$ cat config.mk
export PLATFORM = sky130hd
export DESIGN_NAME = usb_irq_wrap
export DESIGN_NICKNAME = d
export VERILOG_FILES = /design/src/inc/usb_irq_pkg.sv /design/src/rtl/usb_irq_wrap.sv /design/src/rtl/agg_counter.sv /design/src/rtl/evt_irq.sv
export SDC_FILE = /design/constraint.sdc
export NUM_CORES = 1
export LEC_CHECK = 0
export BUFFER_PORTS_ARGS = -buffer_cell sky130_fd_sc_hd__buf_2
export CAP_MARGIN = 20
export CORE_UTILIZATION = 41
export DETAILED_ROUTE_END_ITERATION = 10
export GPL_TIMING_DRIVEN = 0
export HOLD_SLACK_MARGIN = 0.12
export PLACE_DENSITY = 0.63
export SLEW_MARGIN = 25
export SYNTH_ARGS = -nofsm -noshare
export SYNTH_HDL_FRONTEND = slang
export SYNTH_HIERARCHICAL = 1
export SYNTH_SLANG_ARGS = --single-unit
export TNS_END_PERCENT = 10
$ cat constraint.sdc
create_clock -name i_clk -period 4.4 [get_ports i_clk]
set_clock_uncertainty 0.1 [all_clocks]
set_input_delay 0.22 -clock i_clk [delete_from_list [all_inputs] [get_ports i_clk]]
set_output_delay 0.22 -clock i_clk [all_outputs]
set_load 0.02 [all_outputs]
$ cat src/inc/usb_irq_pkg.sv
// constants and carrier types for the usb wrapper interrupt and aggregation block
package usb_irq_pkg;
	// register bus geometry
	localparam int unsigned ADDR_W = 8;
	localparam int unsigned DATA_W = 32;
	// register byte offsets
	localparam logic [7:0] OFS_MASK_ENABLE = 8'h00;
	localparam logic [7:0] OFS_MASK_DISABLE = 8'h04;
	localparam logic [7:0] OFS_MASKED_STATUS = 8'h08;
	localparam logic [7:0] OFS_EOI_ACK = 8'h0c;
	localparam logic [7:0] OFS_EP1_AGG = 8'h10;
	localparam logic [7:0] OFS_EP2_AGG = 8'h14;
	localparam logic [7:0] OFS_EP3_AGG = 8'h18;
	localparam logic [7:0] OFS_EP4_AGG = 8'h1c;
	localparam logic [7:0] OFS_EVT_STATUS = 8'h20;
	localparam logic [7:0] OFS_EVT_MASK = 8'h24;
	// interrupt source / mask layout
	localparam int unsigned SRC_W = 25;
	localparam int unsigned CTRL_EP_BIT = 0;
	localparam int unsigned TX_EP_LSB = 1;
	localparam int unsigned RX_EP_LSB = 9;
	localparam int unsigned CORE_LSB = 16;
	localparam int unsigned CORE_W = 9;
	localparam logic [24:0] SRC_VALID = 25'h1ff1e1f;
	localparam logic [24:0] MASK_RESET = 25'h0000000;
	// end of interrupt vector
	localparam int unsigned EOI_W = 8;
	localparam logic [7:0] EOI_RESET = 8'h00;
	localparam logic [7:0] EOI_ACK_VALUE = 8'h00;
	// aggregation
	localparam int unsigned NUM_EP = 4;
	localparam int unsigned SIZE_W = 17;
	localparam int unsigned PKT_BYTES_W = 11;
	localparam logic [16:0] SIZE_RESET = 17'h00000;
	localparam logic [16:0] SIZE_MAX = 17'h10000;
	localparam logic [3:0] EVT_MASK_RESET = 4'h0;
	// one received usb packet, endpoint index 0 means endpoint 1
	typedef struct packed {
		logic valid;
		logic [1:0] ep;
		logic short_pkt;
		logic [10:0] bytes;
	} rx_pkt_type;
	// one closed aggregate packet handed to the dma side
	typedef struct packed {
		logic valid;
		logic [1:0] ep;
		logic [16:0] bytes;
	} agg_done_type;
endpackage

$ cat src/rtl/usb_irq_wrap.sv
// usb wrapper interrupt masking, end of interrupt and receive aggregation registers

module usb_irq_wrap (
	input wire logic i_clk,
	input wire logic i_rst_b,
	input wire logic [7:0] i_addr,
	input wire logic [31:0] i_wdata,
	input wire logic i_wr,
	input wire logic i_rd,
	output logic [31:0] o_rdata,
	input wire logic [24:0] i_raw_src,
	input wire logic i_core_irq_direct_mode,
	input wire logic [3:0] i_agg_mode,
	input wire usb_irq_pkg::rx_pkt_type i_rx_pkt,
	output logic [24:0] o_irq_mask,
	output usb_irq_pkg::agg_done_type o_agg_done,
	output logic o_irq_req,
	output logic o_irq
);
	logic [24:0] mask_q;
	logic [24:0] mask_d;
	logic [7:0] eoi_q;
	logic [16:0] size_q [usb_irq_pkg::NUM_EP];
	logic [31:0] rdata_d;
	logic masked_any_q;
	logic [24:0] masked;
	logic [24:0] live_src;
	logic masked_any;
	logic wr_set;
	logic wr_clr;
	logic wr_eoi;
	logic wr_evt_clr;
	logic wr_evt_mask;
	logic eoi_ack;
	logic irq_req_d;
	logic [3:0] wr_size;
	logic [3:0] ep_done;
	logic [16:0] ep_total [usb_irq_pkg::NUM_EP];
	logic [3:0] evt_status;
	logic [3:0] evt_mask;
	logic evt_irq;
	logic [1:0] done_ep;
	logic [16:0] done_bytes;

	// write decode
	assign wr_set = i_wr && (i_addr == usb_irq_pkg::OFS_MASK_ENABLE);
	assign wr_clr = i_wr && (i_addr == usb_irq_pkg::OFS_MASK_DISABLE);
	assign wr_eoi = i_wr && (i_addr == usb_irq_pkg::OFS_EOI_ACK);
	assign wr_evt_clr = i_wr && (i_addr == usb_irq_pkg::OFS_EVT_STATUS);
	assign wr_evt_mask = i_wr && (i_addr == usb_irq_pkg::OFS_EVT_MASK);
	assign wr_size[0] = i_wr && (i_addr == usb_irq_pkg::OFS_EP1_AGG);
	assign wr_size[1] = i_wr && (i_addr == usb_irq_pkg::OFS_EP2_AGG);
	assign wr_size[2] = i_wr && (i_addr == usb_irq_pkg::OFS_EP3_AGG);
	assign wr_size[3] = i_wr && (i_addr == usb_irq_pkg::OFS_EP4_AGG);
	// only a zero vector counts as service done
	assign eoi_ack = wr_eoi && (i_wdata[7:0] == usb_irq_pkg::EOI_ACK_VALUE);

	// one shared mask, set and clear ports act only on defined bits
	assign mask_d = (wr_set ? (mask_q | (i_wdata[24:0] & usb_irq_pkg::SRC_VALID))
		: wr_clr ? (mask_q & ~i_wdata[24:0]) : mask_q) & usb_irq_pkg::SRC_VALID;

	// in direct mode the endpoint bits belong to the core, keep only the core field
	assign live_src = i_core_irq_direct_mode
		? (i_raw_src & {{usb_irq_pkg::CORE_W{1'b1}}, 16'h0000}) : i_raw_src;
	assign masked = live_src & mask_q & usb_irq_pkg::SRC_VALID;
	assign masked_any = |masked;

	// request on a fresh pending source, or again after service while still pending
	assign irq_req_d = masked_any && (!masked_any_q || eoi_ack);

	// read data, reserved and unmapped bits read as zero
	assign rdata_d = !i_rd ? 32'h00000000
		: (i_addr == usb_irq_pkg::OFS_MASK_ENABLE) ? {7'h00, mask_q}
		: (i_addr == usb_irq_pkg::OFS_MASK_DISABLE) ? {7'h00, mask_q}
		: (i_addr == usb_irq_pkg::OFS_MASKED_STATUS) ? {7'h00, masked}
		: (i_addr == usb_irq_pkg::OFS_EOI_ACK) ? {24'h000000, eoi_q}
		: (i_addr == usb_irq_pkg::OFS_EP1_AGG) ? {15'h0000, size_q[0]}
		: (i_addr == usb_irq_pkg::OFS_EP2_AGG) ? {15'h0000, size_q[1]}
		: (i_addr == usb_irq_pkg::OFS_EP3_AGG) ? {15'h0000, size_q[2]}
		: (i_addr == usb_irq_pkg::OFS_EP4_AGG) ? {15'h0000, size_q[3]}
		: (i_addr == usb_irq_pkg::OFS_EVT_STATUS) ? {28'h0000000, evt_status}
		: (i_addr == usb_irq_pkg::OFS_EVT_MASK) ? {28'h0000000, evt_mask}
		: 32'h00000000;

	// mask, vector and request flops
	always_ff @(posedge i_clk)
	begin
		if (!i_rst_b)
		begin
			mask_q <= usb_irq_pkg::MASK_RESET;
			eoi_q <= usb_irq_pkg::EOI_RESET;
			masked_any_q <= 1'b0;
			o_irq_req <= 1'b0;
			o_rdata <= 32'h00000000;
			o_irq <= 1'b0;
		end
		else
		begin
			mask_q <= mask_d;
			eoi_q <= wr_eoi ? i_wdata[7:0] : eoi_q;
			masked_any_q <= masked_any;
			o_irq_req <= irq_req_d;
			o_rdata <= rdata_d;
			o_irq <= masked_any || evt_irq;
		end
	end

	assign o_irq_mask = mask_q;

	// per endpoint size register and accumulator
	generate
		for (genvar e = 0; e < usb_irq_pkg::NUM_EP; e++)
		begin : g_ep
			logic hit;

			assign hit = i_rx_pkt.valid && (i_rx_pkt.ep == 2'(e));

			// full 17 bits kept so 65536 itself is accepted
			always_ff @(posedge i_clk)
			begin
				if (!i_rst_b)
					size_q[e] <= usb_irq_pkg::SIZE_RESET;
				else if (wr_size[e])
					size_q[e] <= i_wdata[16:0];
			end

			agg_counter #(
				.SIZE_W(usb_irq_pkg::SIZE_W),
				.BYTE_W(usb_irq_pkg::PKT_BYTES_W)
			) u_agg (
				.i_clk(i_clk),
				.i_rst_b(i_rst_b),
				.i_en(i_agg_mode[e]),
				.i_limit(size_q[e]),
				.i_pkt_valid(hit),
				.i_bytes(i_rx_pkt.bytes),
				.i_short(i_rx_pkt.short_pkt),
				.o_done(ep_done[e]),
				.o_total(ep_total[e])
			);
		end
	endgenerate

	// one packet per cycle, so at most one endpoint closes at a time
	assign done_ep = ep_done[3] ? 2'h3 : ep_done[2] ? 2'h2 : ep_done[1] ? 2'h1 : 2'h0;
	assign done_bytes = ep_total[done_ep];

	// closed packet descriptor to the dma side
	always_ff @(posedge i_clk)
	begin
		if (!i_rst_b)
			o_agg_done <= '0;
		else
		begin
			o_agg_done.valid <= |ep_done;
			o_agg_done.ep <= done_ep;
			o_agg_done.bytes <= done_bytes;
		end
	end

	evt_irq #(
		.W(usb_irq_pkg::NUM_EP)
	) u_evt (
		.i_clk(i_clk),
		.i_rst_b(i_rst_b),
		.i_set(ep_done),
		.i_clr_wr(wr_evt_clr),
		.i_mask_wr(wr_evt_mask),
		.i_wdata(i_wdata[3:0]),
		.o_status(evt_status),
		.o_mask(evt_mask),
		.o_irq(evt_irq)
	);

	// each size register keeps all 17 written bits, 65536 included
	generate
		for (genvar s = 0; s < usb_irq_pkg::NUM_EP; s++)
		begin : g_size_chk

		end
	endgenerate
endmodule // usb_irq_wrap

$ cat src/rtl/agg_counter.sv
// byte accumulator that closes one aggregate packet for one receive endpoint
module agg_counter #(
	parameter int unsigned SIZE_W = 17,
	parameter int unsigned BYTE_W = 11
) (
	input wire logic i_clk,
	input wire logic i_rst_b,
	input wire logic i_en,
	input wire logic [SIZE_W-1:0] i_limit,
	input wire logic i_pkt_valid,
	input wire logic [BYTE_W-1:0] i_bytes,
	input wire logic i_short,
	output logic o_done,
	output logic [SIZE_W-1:0] o_total
);
	logic [SIZE_W-1:0] count_q;
	logic [SIZE_W-1:0] count_d;
	logic [SIZE_W:0] sum;
	logic reach;
	logic close;

	// wide sum so a full limit plus a packet cannot wrap
	assign sum = {1'b0, count_q} + {{(SIZE_W+1-BYTE_W){1'b0}}, i_bytes};
	// a zero limit only closes on short packets
	assign reach = (i_limit != '0) && (sum >= {1'b0, i_limit});
	assign close = i_en && i_pkt_valid && (i_short || reach);
	assign count_d = !i_en ? '0 : close ? '0 : i_pkt_valid ? sum[SIZE_W-1:0] : count_q;

	// accumulate, close on limit or short packet
	always_ff @(posedge i_clk)
	begin
		if (!i_rst_b)
		begin
			count_q <= '0;
			o_done <= 1'b0;
			o_total <= '0;
		end
		else
		begin
			count_q <= count_d;
			o_done <= close;
			o_total <= close ? sum[SIZE_W-1:0] : o_total;
		end
	end
endmodule // agg_counter

$ cat src/rtl/evt_irq.sv
// sticky event status with write-one-to-clear, mask and one level interrupt
module evt_irq #(
	parameter int unsigned W = 4
) (
	input wire logic i_clk,
	input wire logic i_rst_b,
	input wire logic [W-1:0] i_set,
	input wire logic i_clr_wr,
	input wire logic i_mask_wr,
	input wire logic [W-1:0] i_wdata,
	output logic [W-1:0] o_status,
	output logic [W-1:0] o_mask,
	output logic o_irq
);
	logic [W-1:0] status_d;

	// set wins over a clear in the same cycle
	assign status_d = (o_status & ~({W{i_clr_wr}} & i_wdata)) | i_set;

	// status, mask and level output
	always_ff @(posedge i_clk)
	begin
		if (!i_rst_b)
		begin
			o_status <= '0;
			o_mask <= '0;
			o_irq <= 1'b0;
		end
		else
		begin
			o_status <= status_d;
			o_mask <= i_mask_wr ? i_wdata : o_mask;
			o_irq <= |(status_d & (i_mask_wr ? i_wdata : o_mask));
		end
	end
endmodule // evt_irq

==> results of run 1 <==
-- per-layer routing --
layer | global-route usage (%) | up-vias | share of wire, %
li1 | - | 7250 | -
met1 | 37.4 | 7356 | 45
met2 | 40.9 | 670 | 43
met3 | 4.01 | 116 | 7.6
met4 | 11.6 | 0 | 4.3
met5 | 0 | - | 0
-- worst min-delay path, delay by kind of cell --
| kind | cells | cell delay [ns] |
|---|---|---|
| simple gates | 3 | 0.35 |
| compound gates | 1 | 0.08 |
| buf+inv | 1 | 0.07 |
-- where the power goes --
group	total, mW	switching, mW	internal (mW)
Clock	3.19	1.23	1.97
Combinational	0.679	0.434	0.245
Sequential	2.84	0.0609	2.78
-- worst max path at each step --
stage | startpoint | end | slack, ns | cells past startpoint
after CTS | g_ep[0].u_agg/count_q[0] | g_ep[0].u_agg/o_total[0] | 0.03 | 18
after floorplan | g_ep[0].u_agg/count_q[0] | g_ep[0].u_agg/o_total[12] | 0.56 | 19
after detailed placement | i_rx_pkt[0] | g_ep[0].u_agg/o_total[3] | -0.16 | 19
final | g_ep[3].u_agg/count_q[0] | g_ep[3].u_agg/o_total[10] | 0.15 | 16
after global routing | g_ep[3].u_agg/count_q[0] | g_ep[3].u_agg/o_total[10] | -0.11 | 16
after global placement | i_rx_pkt[0] | g_ep[0].u_agg/o_total[2] | -0.07 | 19
-- sequential cells by signal (all words and copies together) (netlist names), named ones only --
name	cells
size_q	68
u_evt/o_status	4
u_evt/o_mask	4
eoi_q	8
g_ep.u_agg/o_total	68
o_irq	1
o_irq_req	1
o_rdata	25
g_ep.u_agg/o_done	4
g_ep.u_agg/count_q	68
masked_any_q	1
o_agg_done	20
u_evt/o_irq	1
-- kinds of logic after synthesis --
logic type      Yosys count  share of synthesized area [%]
simple gates            620                           19.9
other cells               1                         0.0219
fa+ha+maj               116                           8.67
compound gates          487                           19.4
mux                      69                           4.13
xor+xnor                 72                           3.69
buf+inv                 202                           6.12
flops                   291                           38.1
-- synthesized netlist by cell type, drive strengths merged (7+ instances only) --
cell / count
nor3: 72
o21bai: 7
or2: 11
edfxtp: 68
clkbuf: 40
a22oi: 14
a311oi: 25
mux2: 12
or3: 8
nor2b: 33
o311a: 9
a21oi: 150
ha: 112
nor2: 122
a32o: 25
inv: 96
nand4: 21
a211oi: 20
o21ai: 113
a221oi: 10
and3: 15
buf: 63
o211ai: 8
nand3: 65
o31a: 8
xor2: 27
nand2b: 15
o21a: 18
a31oi: 8
mux2i: 57
xnor2: 45
nor4: 22
dfxtp: 223
nor3b: 10
and2: 82
a22o: 18
a21o: 19
nand2: 127
-- through the flow --
step / std cells / cell area [sq um]
3_5_place_dp: 2543 / 18500
2_1_floorplan: 1871 / 17100
5_1_grt: 2669 / 20500
4_1_cts: 2661 / 20300
3_3_place_gp: 2540 / 18500
6_report: 2669 / 20500
-- cell type report --
cell class / count / area (sq um) / area share (%)
Clock inverter: 20 / 268 / 1.31
Clock buffer: 45 / 997 / 4.87
Tap cell: 532 / 666 / 3.25
Timing Repair Buffer: 201 / 1320 / 6.44
Buffer: 103 / 674 / 3.29
Inverter: 99 / 372 / 1.81
Sequential cell: 291 / 6510 / 31.8
Multi-Input combinational cell: 1378 / 9680 / 47.3
-- what timing repair did --
action / 4_1_cts / 5_1_grt
hold buffers: 53 / 0
gates resized for setup: 0 / 14
setup endpoints to repair: 0 / 127
endpoints found under the hold margin: 117 / 0
buffers inserted: 0 / 8
==> run summary, run 1 <==
Hold EP: o_rdata[10]
H-tree depth: 2
Routed WL per cell: 21.5 microns
initial drt markers: 1376
hold-critical path depth: 5
GRT Total Usage: 26.8%
nature of the critical path startpoint: register
grt ovf: 0
CTS buffer count: 36
Crit path buffers/inverters: 3
worst setup path category: reg -> reg
Filler cells: 3837
Hold Path Origin: i_raw_src[10]
DR vias: 15392
mapped cell area: 0.0171 sq mm
Static Leak: 8.21 nW
Sink Count: 291
worst hold margin: 0.129 ns
Die Ht: 206 microns
root buffer cell: clkbuf_16
post-synthesis sequential area ratio: 38.1%
pwr/cell area: 328 mW/mm^2
Row Count: 74
Synth Area per Inst: 9.20 sq um
Layout area overhead: 19.8%
final total power: 6.72 mW
die width: 206 microns
Core ar.: 0.0409 sq mm
reg2reg path depth: 16
Synth cell types: 98
Final Setup Violations: 0
largest net degree at the start of global routing: 18
RR Endpoint: g_ep[3].u_agg/o_total[10]
RSZ-0062 raised after global routing: yes
slew margin rel.: 38.1%
status: complete, no violations
Max Freq: 0.235 GHz
share of cells above drive strength 1: 17.0%
actual transition at the worst max-transition pin: 0.929 ns
fin crit period: 4.25 ns
Critical Path Slowest Stage Cell: fa_1
Remaining DRCs: 0
crit path max fanout: 10
worst r2r src: g_ep[3].u_agg/count_q[0]
CTS tree: built
CP endpoint kind: register
Max Root-Sink Buffers: 3
most frequent cells in the layout: 223 x dfxtp_1, 156 x buf_2, 146 x a21oi_1
largest cells by area after synthesis: dfxtp_1 26%, edfxtp_1 12%, ha_1 8.2%, a21oi_1 4.4%, mux2i_1 3.3%
Post-synth ARST share: 0%
diode count: 0
Hold Path Class: in -> reg
setup TNS: 0 ns
Final Net Count: 2315
clock slew at reported path FFs: 0.06 ns
die footprint: 0.0425 sq mm
Primary FF master, synth: dfxtp_1
Worst EP arrival: 4.55 ns
IR Drop Worst-Case VDD: 0.000235 V
final hold violations: 0
dpl hpwl: 43.9 mm
# port buffers: 137
FF-to-FF setup slack: 0.15 ns
drt total wl: 57.5 mm
Avg Vias per Cell: 5.77
routability congestion estimate: 0.970
Slew Limit Fails: 0
Yosys top cell area share: 26.1%
Worst-Skew Late Latency: 0.55 ns
largest area contributor in the netlist: dfxtp_1
initial antenna violation count: 0
yosys warns: 6
global-route wire length before repair: 86.0 mm
Final Util: 50.0%
number of synthesized flops with an enable pin: 68
vias in the first global route: 14561
First-pass DRT Iterations: 5
total I/O pin count: 168
synthesized instance count: 1858
Max-Cap Viols: 0
Post-Place Setup Slack: -0.164 ns
cell mode on critical path: ha_1
CP max stage delay: 0.40 ns
Worst EP required: 4.70 ns
starting density of the core: 41.8%
critical path cell sequence: ha_1, inv_1, fa_1, nor2b_1, o31a_1, o211ai_1, a311oi_2, xor2_1, ha_1, a211o_2, a221o_1, or3_1, buf_6, buf_8, nand3_1, a21oi_1
period utilization: 96.7%
commonest non-fill, non-tap cell in the layout: dfxtp_1
top cell family by delay on the critical path: compound AO/OA/AOI/OAI gates
PnR worst setup slack: 0.147 ns
flops & latches, synth: 291
antenna-violating nets left: 0
No activity file was read; power rests on OpenSTA's default activity.
==> run 2, diff against run 1 <==
--- a/config.mk
+++ b/config.mk
@@ -8,6 +8,7 @@
 export BUFFER_PORTS_ARGS = -buffer_cell sky130_fd_sc_hd__buf_2
 export CAP_MARGIN = 20
 export CORE_UTILIZATION = 41
+export CTS_BUF_LIST = sky130_fd_sc_hd__clkbuf_16
 export DETAILED_ROUTE_END_ITERATION = 10
 export GPL_TIMING_DRIVEN = 0
 export HOLD_SLACK_MARGIN = 0.12
==> run summary, run 2 (synthesis results as in run 1) <==
Remaining DRCs: 0 (unchanged)
initial antenna violation count: 0 (unchanged)
Final Net Count: 2319 (+0.17%)
sw frac: 25.8% (+0.17 points)
CTS buffer count: 36 (unchanged)
NetSw: 1.72 mW (about the same)
CP endpoint kind: register
share of cells above drive strength 1: 17.2% (+0.16 points)
drt total wl: 57.5 mm (about the same)
IR Drop Worst-Case VDD: 0.000236 V (+0.20%)
period utilization: 97.1% (+0.42 points)
First-pass DRT Iterations: 7 (+2)
global-route wire length before repair: 85.9 mm (about the same)
final total power: 6.67 mW (-0.72%)
Routed WL per cell: 21.5 microns (-0.16%)
critical path cell sequence: ha_1, inv_1, fa_1, nor2b_1, o31a_1, o211ai_1, a311oi_1, xor2_1, ha_1, a211o_2, a221o_1, or3_1, buf_6, buf_8, nand3_1, a21oi_1
worst setup path end: g_ep[2].u_agg/o_total[9]
dpl hpwl: 43.9 mm (unchanged)
cell mode on critical path: ha_1
Critical Path Slowest Stage Cell: fa_1
# port buffers: 137 (unchanged)
Max Root-Sink Buffers: 3 (unchanged)
antenna-violating nets left: 0 (unchanged)
Max Freq: 0.234 GHz (-0.43%)
root buffer cell: clkbuf_16
Largest regs: g_ep.u_agg/count_q x68, g_ep.u_agg/o_total x68, size_q x68
fin crit period: 4.27 ns (+0.0183 ns)
PnR worst setup slack: 0.129 ns (-0.0183 ns)
nature of the critical path startpoint: register
actual transition at the worst max-transition pin: 0.924 ns (-0.00484 ns)
Hold Path Origin: i_raw_src[10]
Layout area overhead: 19.9% (about the same)
Die Ht: 206 microns (unchanged)
CP max stage delay: 0.40 ns (about the same)
Worst EP arrival: 4.59 ns (+0.04 ns)
Area after DPL: 0.0185 sq mm (unchanged)
starting density of the core: 41.8% (unchanged)
CP startpoint: g_ep[2].u_agg/count_q[0]
status: complete, no violations
worst hold margin: 0.128 ns (-0.00129 ns)
Final Setup Violations: 0 (unchanged)
die footprint: 0.0425 sq mm (unchanged)
RR Endpoint: g_ep[2].u_agg/o_total[9]
reg2reg path depth: 16 (unchanged)
Final Util: 50.1% (about the same)
worst setup path category: reg -> reg
crit path max fanout: 10 (unchanged)
Static Leak: 8.24 nW (+0.37%)
pwr/cell area: 325 mW/mm^2 (-0.77%)
most frequent cells in the layout: 223 x dfxtp_1, 156 x buf_2, 146 x a21oi_1
post-route cell area: 0.0205 sq mm (about the same)
clock slew at reported path FFs: 0.06 ns (about the same)
Max-Cap Viols: 0 (unchanged)
final hold violations: 0 (unchanged)
diode count: 0 (unchanged)
GRT Total Usage: 26.8% (-0.033 points)
CTS tree: built
worst r2r src: g_ep[2].u_agg/count_q[0]
Post-Layout Cell Count: 2673 (+0.15%)
Seq pwr share: 42.7% (+0.3 points)
grt ovf: 0 (unchanged)
die width: 206 microns (unchanged)
initial drt markers: 1373 (-0.22%)
Avg Vias per Cell: 5.78 (+0.15%)
Sink Count: 291 (unchanged)
FF-to-FF setup slack: 0.13 ns (-0.02 ns)
Worst-Skew Late Latency: 0.55 ns (about the same)
Clk network pwr share: 47.2% (-0.3 points)
Int Pwr: 4.95 mW (-0.94%)
setup TNS: 0 ns (unchanged)
total I/O pin count: 168 (unchanged)
largest net degree at the start of global routing: 18 (unchanged)
vias in the first global route: 14555 (-0.041%)
Slew Limit Fails: 0 (unchanged)
Hold Path Class: in -> reg
Core ar.: 0.0409 sq mm (unchanged)
slew margin rel.: 38.4% (+0.32 points)
H-tree depth: 2 (unchanged)
Post-Place Setup Slack: -0.164 ns (unchanged)
dpl cells: 2543 (unchanged)
routability congestion estimate: 0.970 (unchanged)
power share of the combinational group: 10.2% (about the same)
Row Count: 74 (unchanged)
DR vias: 15438 (+0.30%)
Worst EP required: 4.72 ns (+0.02 ns)
commonest non-fill, non-tap cell in the layout: dfxtp_1
-- run 2: final cells by class --
class                      instances  area (sq um)
timing repair buffer             205          1350
sequential                       291          6510
buffer                           103           674
clock buffer                      38           951
tap                              532           666
fill                            3834         20400
multi-input combinational       1378          9680
inverter                          99           372
clock inverter                    27           294
-- run 2: critical path: cells and delay by family, from the launching register on --
family / cells / cell delay (ns)
buffers and inverters: 3 / 0.35
adder cells (fa/ha/maj): 3 / 0.93
XOR/XNOR: 1 / 0.37
AND/OR/NAND/NOR: 3 / 0.65
flip-flops: 1 / 0.34
AO/OA/AOI/OAI: 6 / 1.40
-- run 2: worst min-delay path by stage --
stage                                end  slack, ns  cells past startpoint
floorplan                       register       0.23                      1
global placement                register       0.33                      2
detailed placement              register       0.34                      2
CTS                           o_rdata[1]       0.12                      4
global route        g_ep[0].u_agg/o_done       0.15                      5
finish                       o_rdata[10]       0.13                      5
-- run 2: power groups by stage --
| stage | Sequential, mW | Combinational (mW) | Clock, mW |
|---|---|---|---|
| 2_1_floorplan | 2.87 | 0.389 | 0 |
| 3_3_place_gp | 2.90 | 0.612 | 0 |
| 3_5_place_dp | 2.90 | 0.629 | 0 |
| 4_1_cts | 2.84 | 0.664 | 3.19 |
| 5_1_grt | 2.84 | 0.733 | 3.29 |
| 6_report | 2.84 | 0.678 | 3.15 |
-- run 2: routing by layer --
layer	share of wire, %	global-route usage, %	vias up
met1	44	37.4	7380
li1	-	-	7248
met3	8.0	4.02	122
met5	0	0	-
met2	43	40.9	688
met4	4.5	11.4	0
-- run 2: timing repair --
action | in CTS | in global routing
hold buffers | 52 | 0
hold endpoints to repair | 117 | 0
buffers inserted | 0 | 13
resized for setup | 0 | 15
setup endpoints to repair | 0 | 127
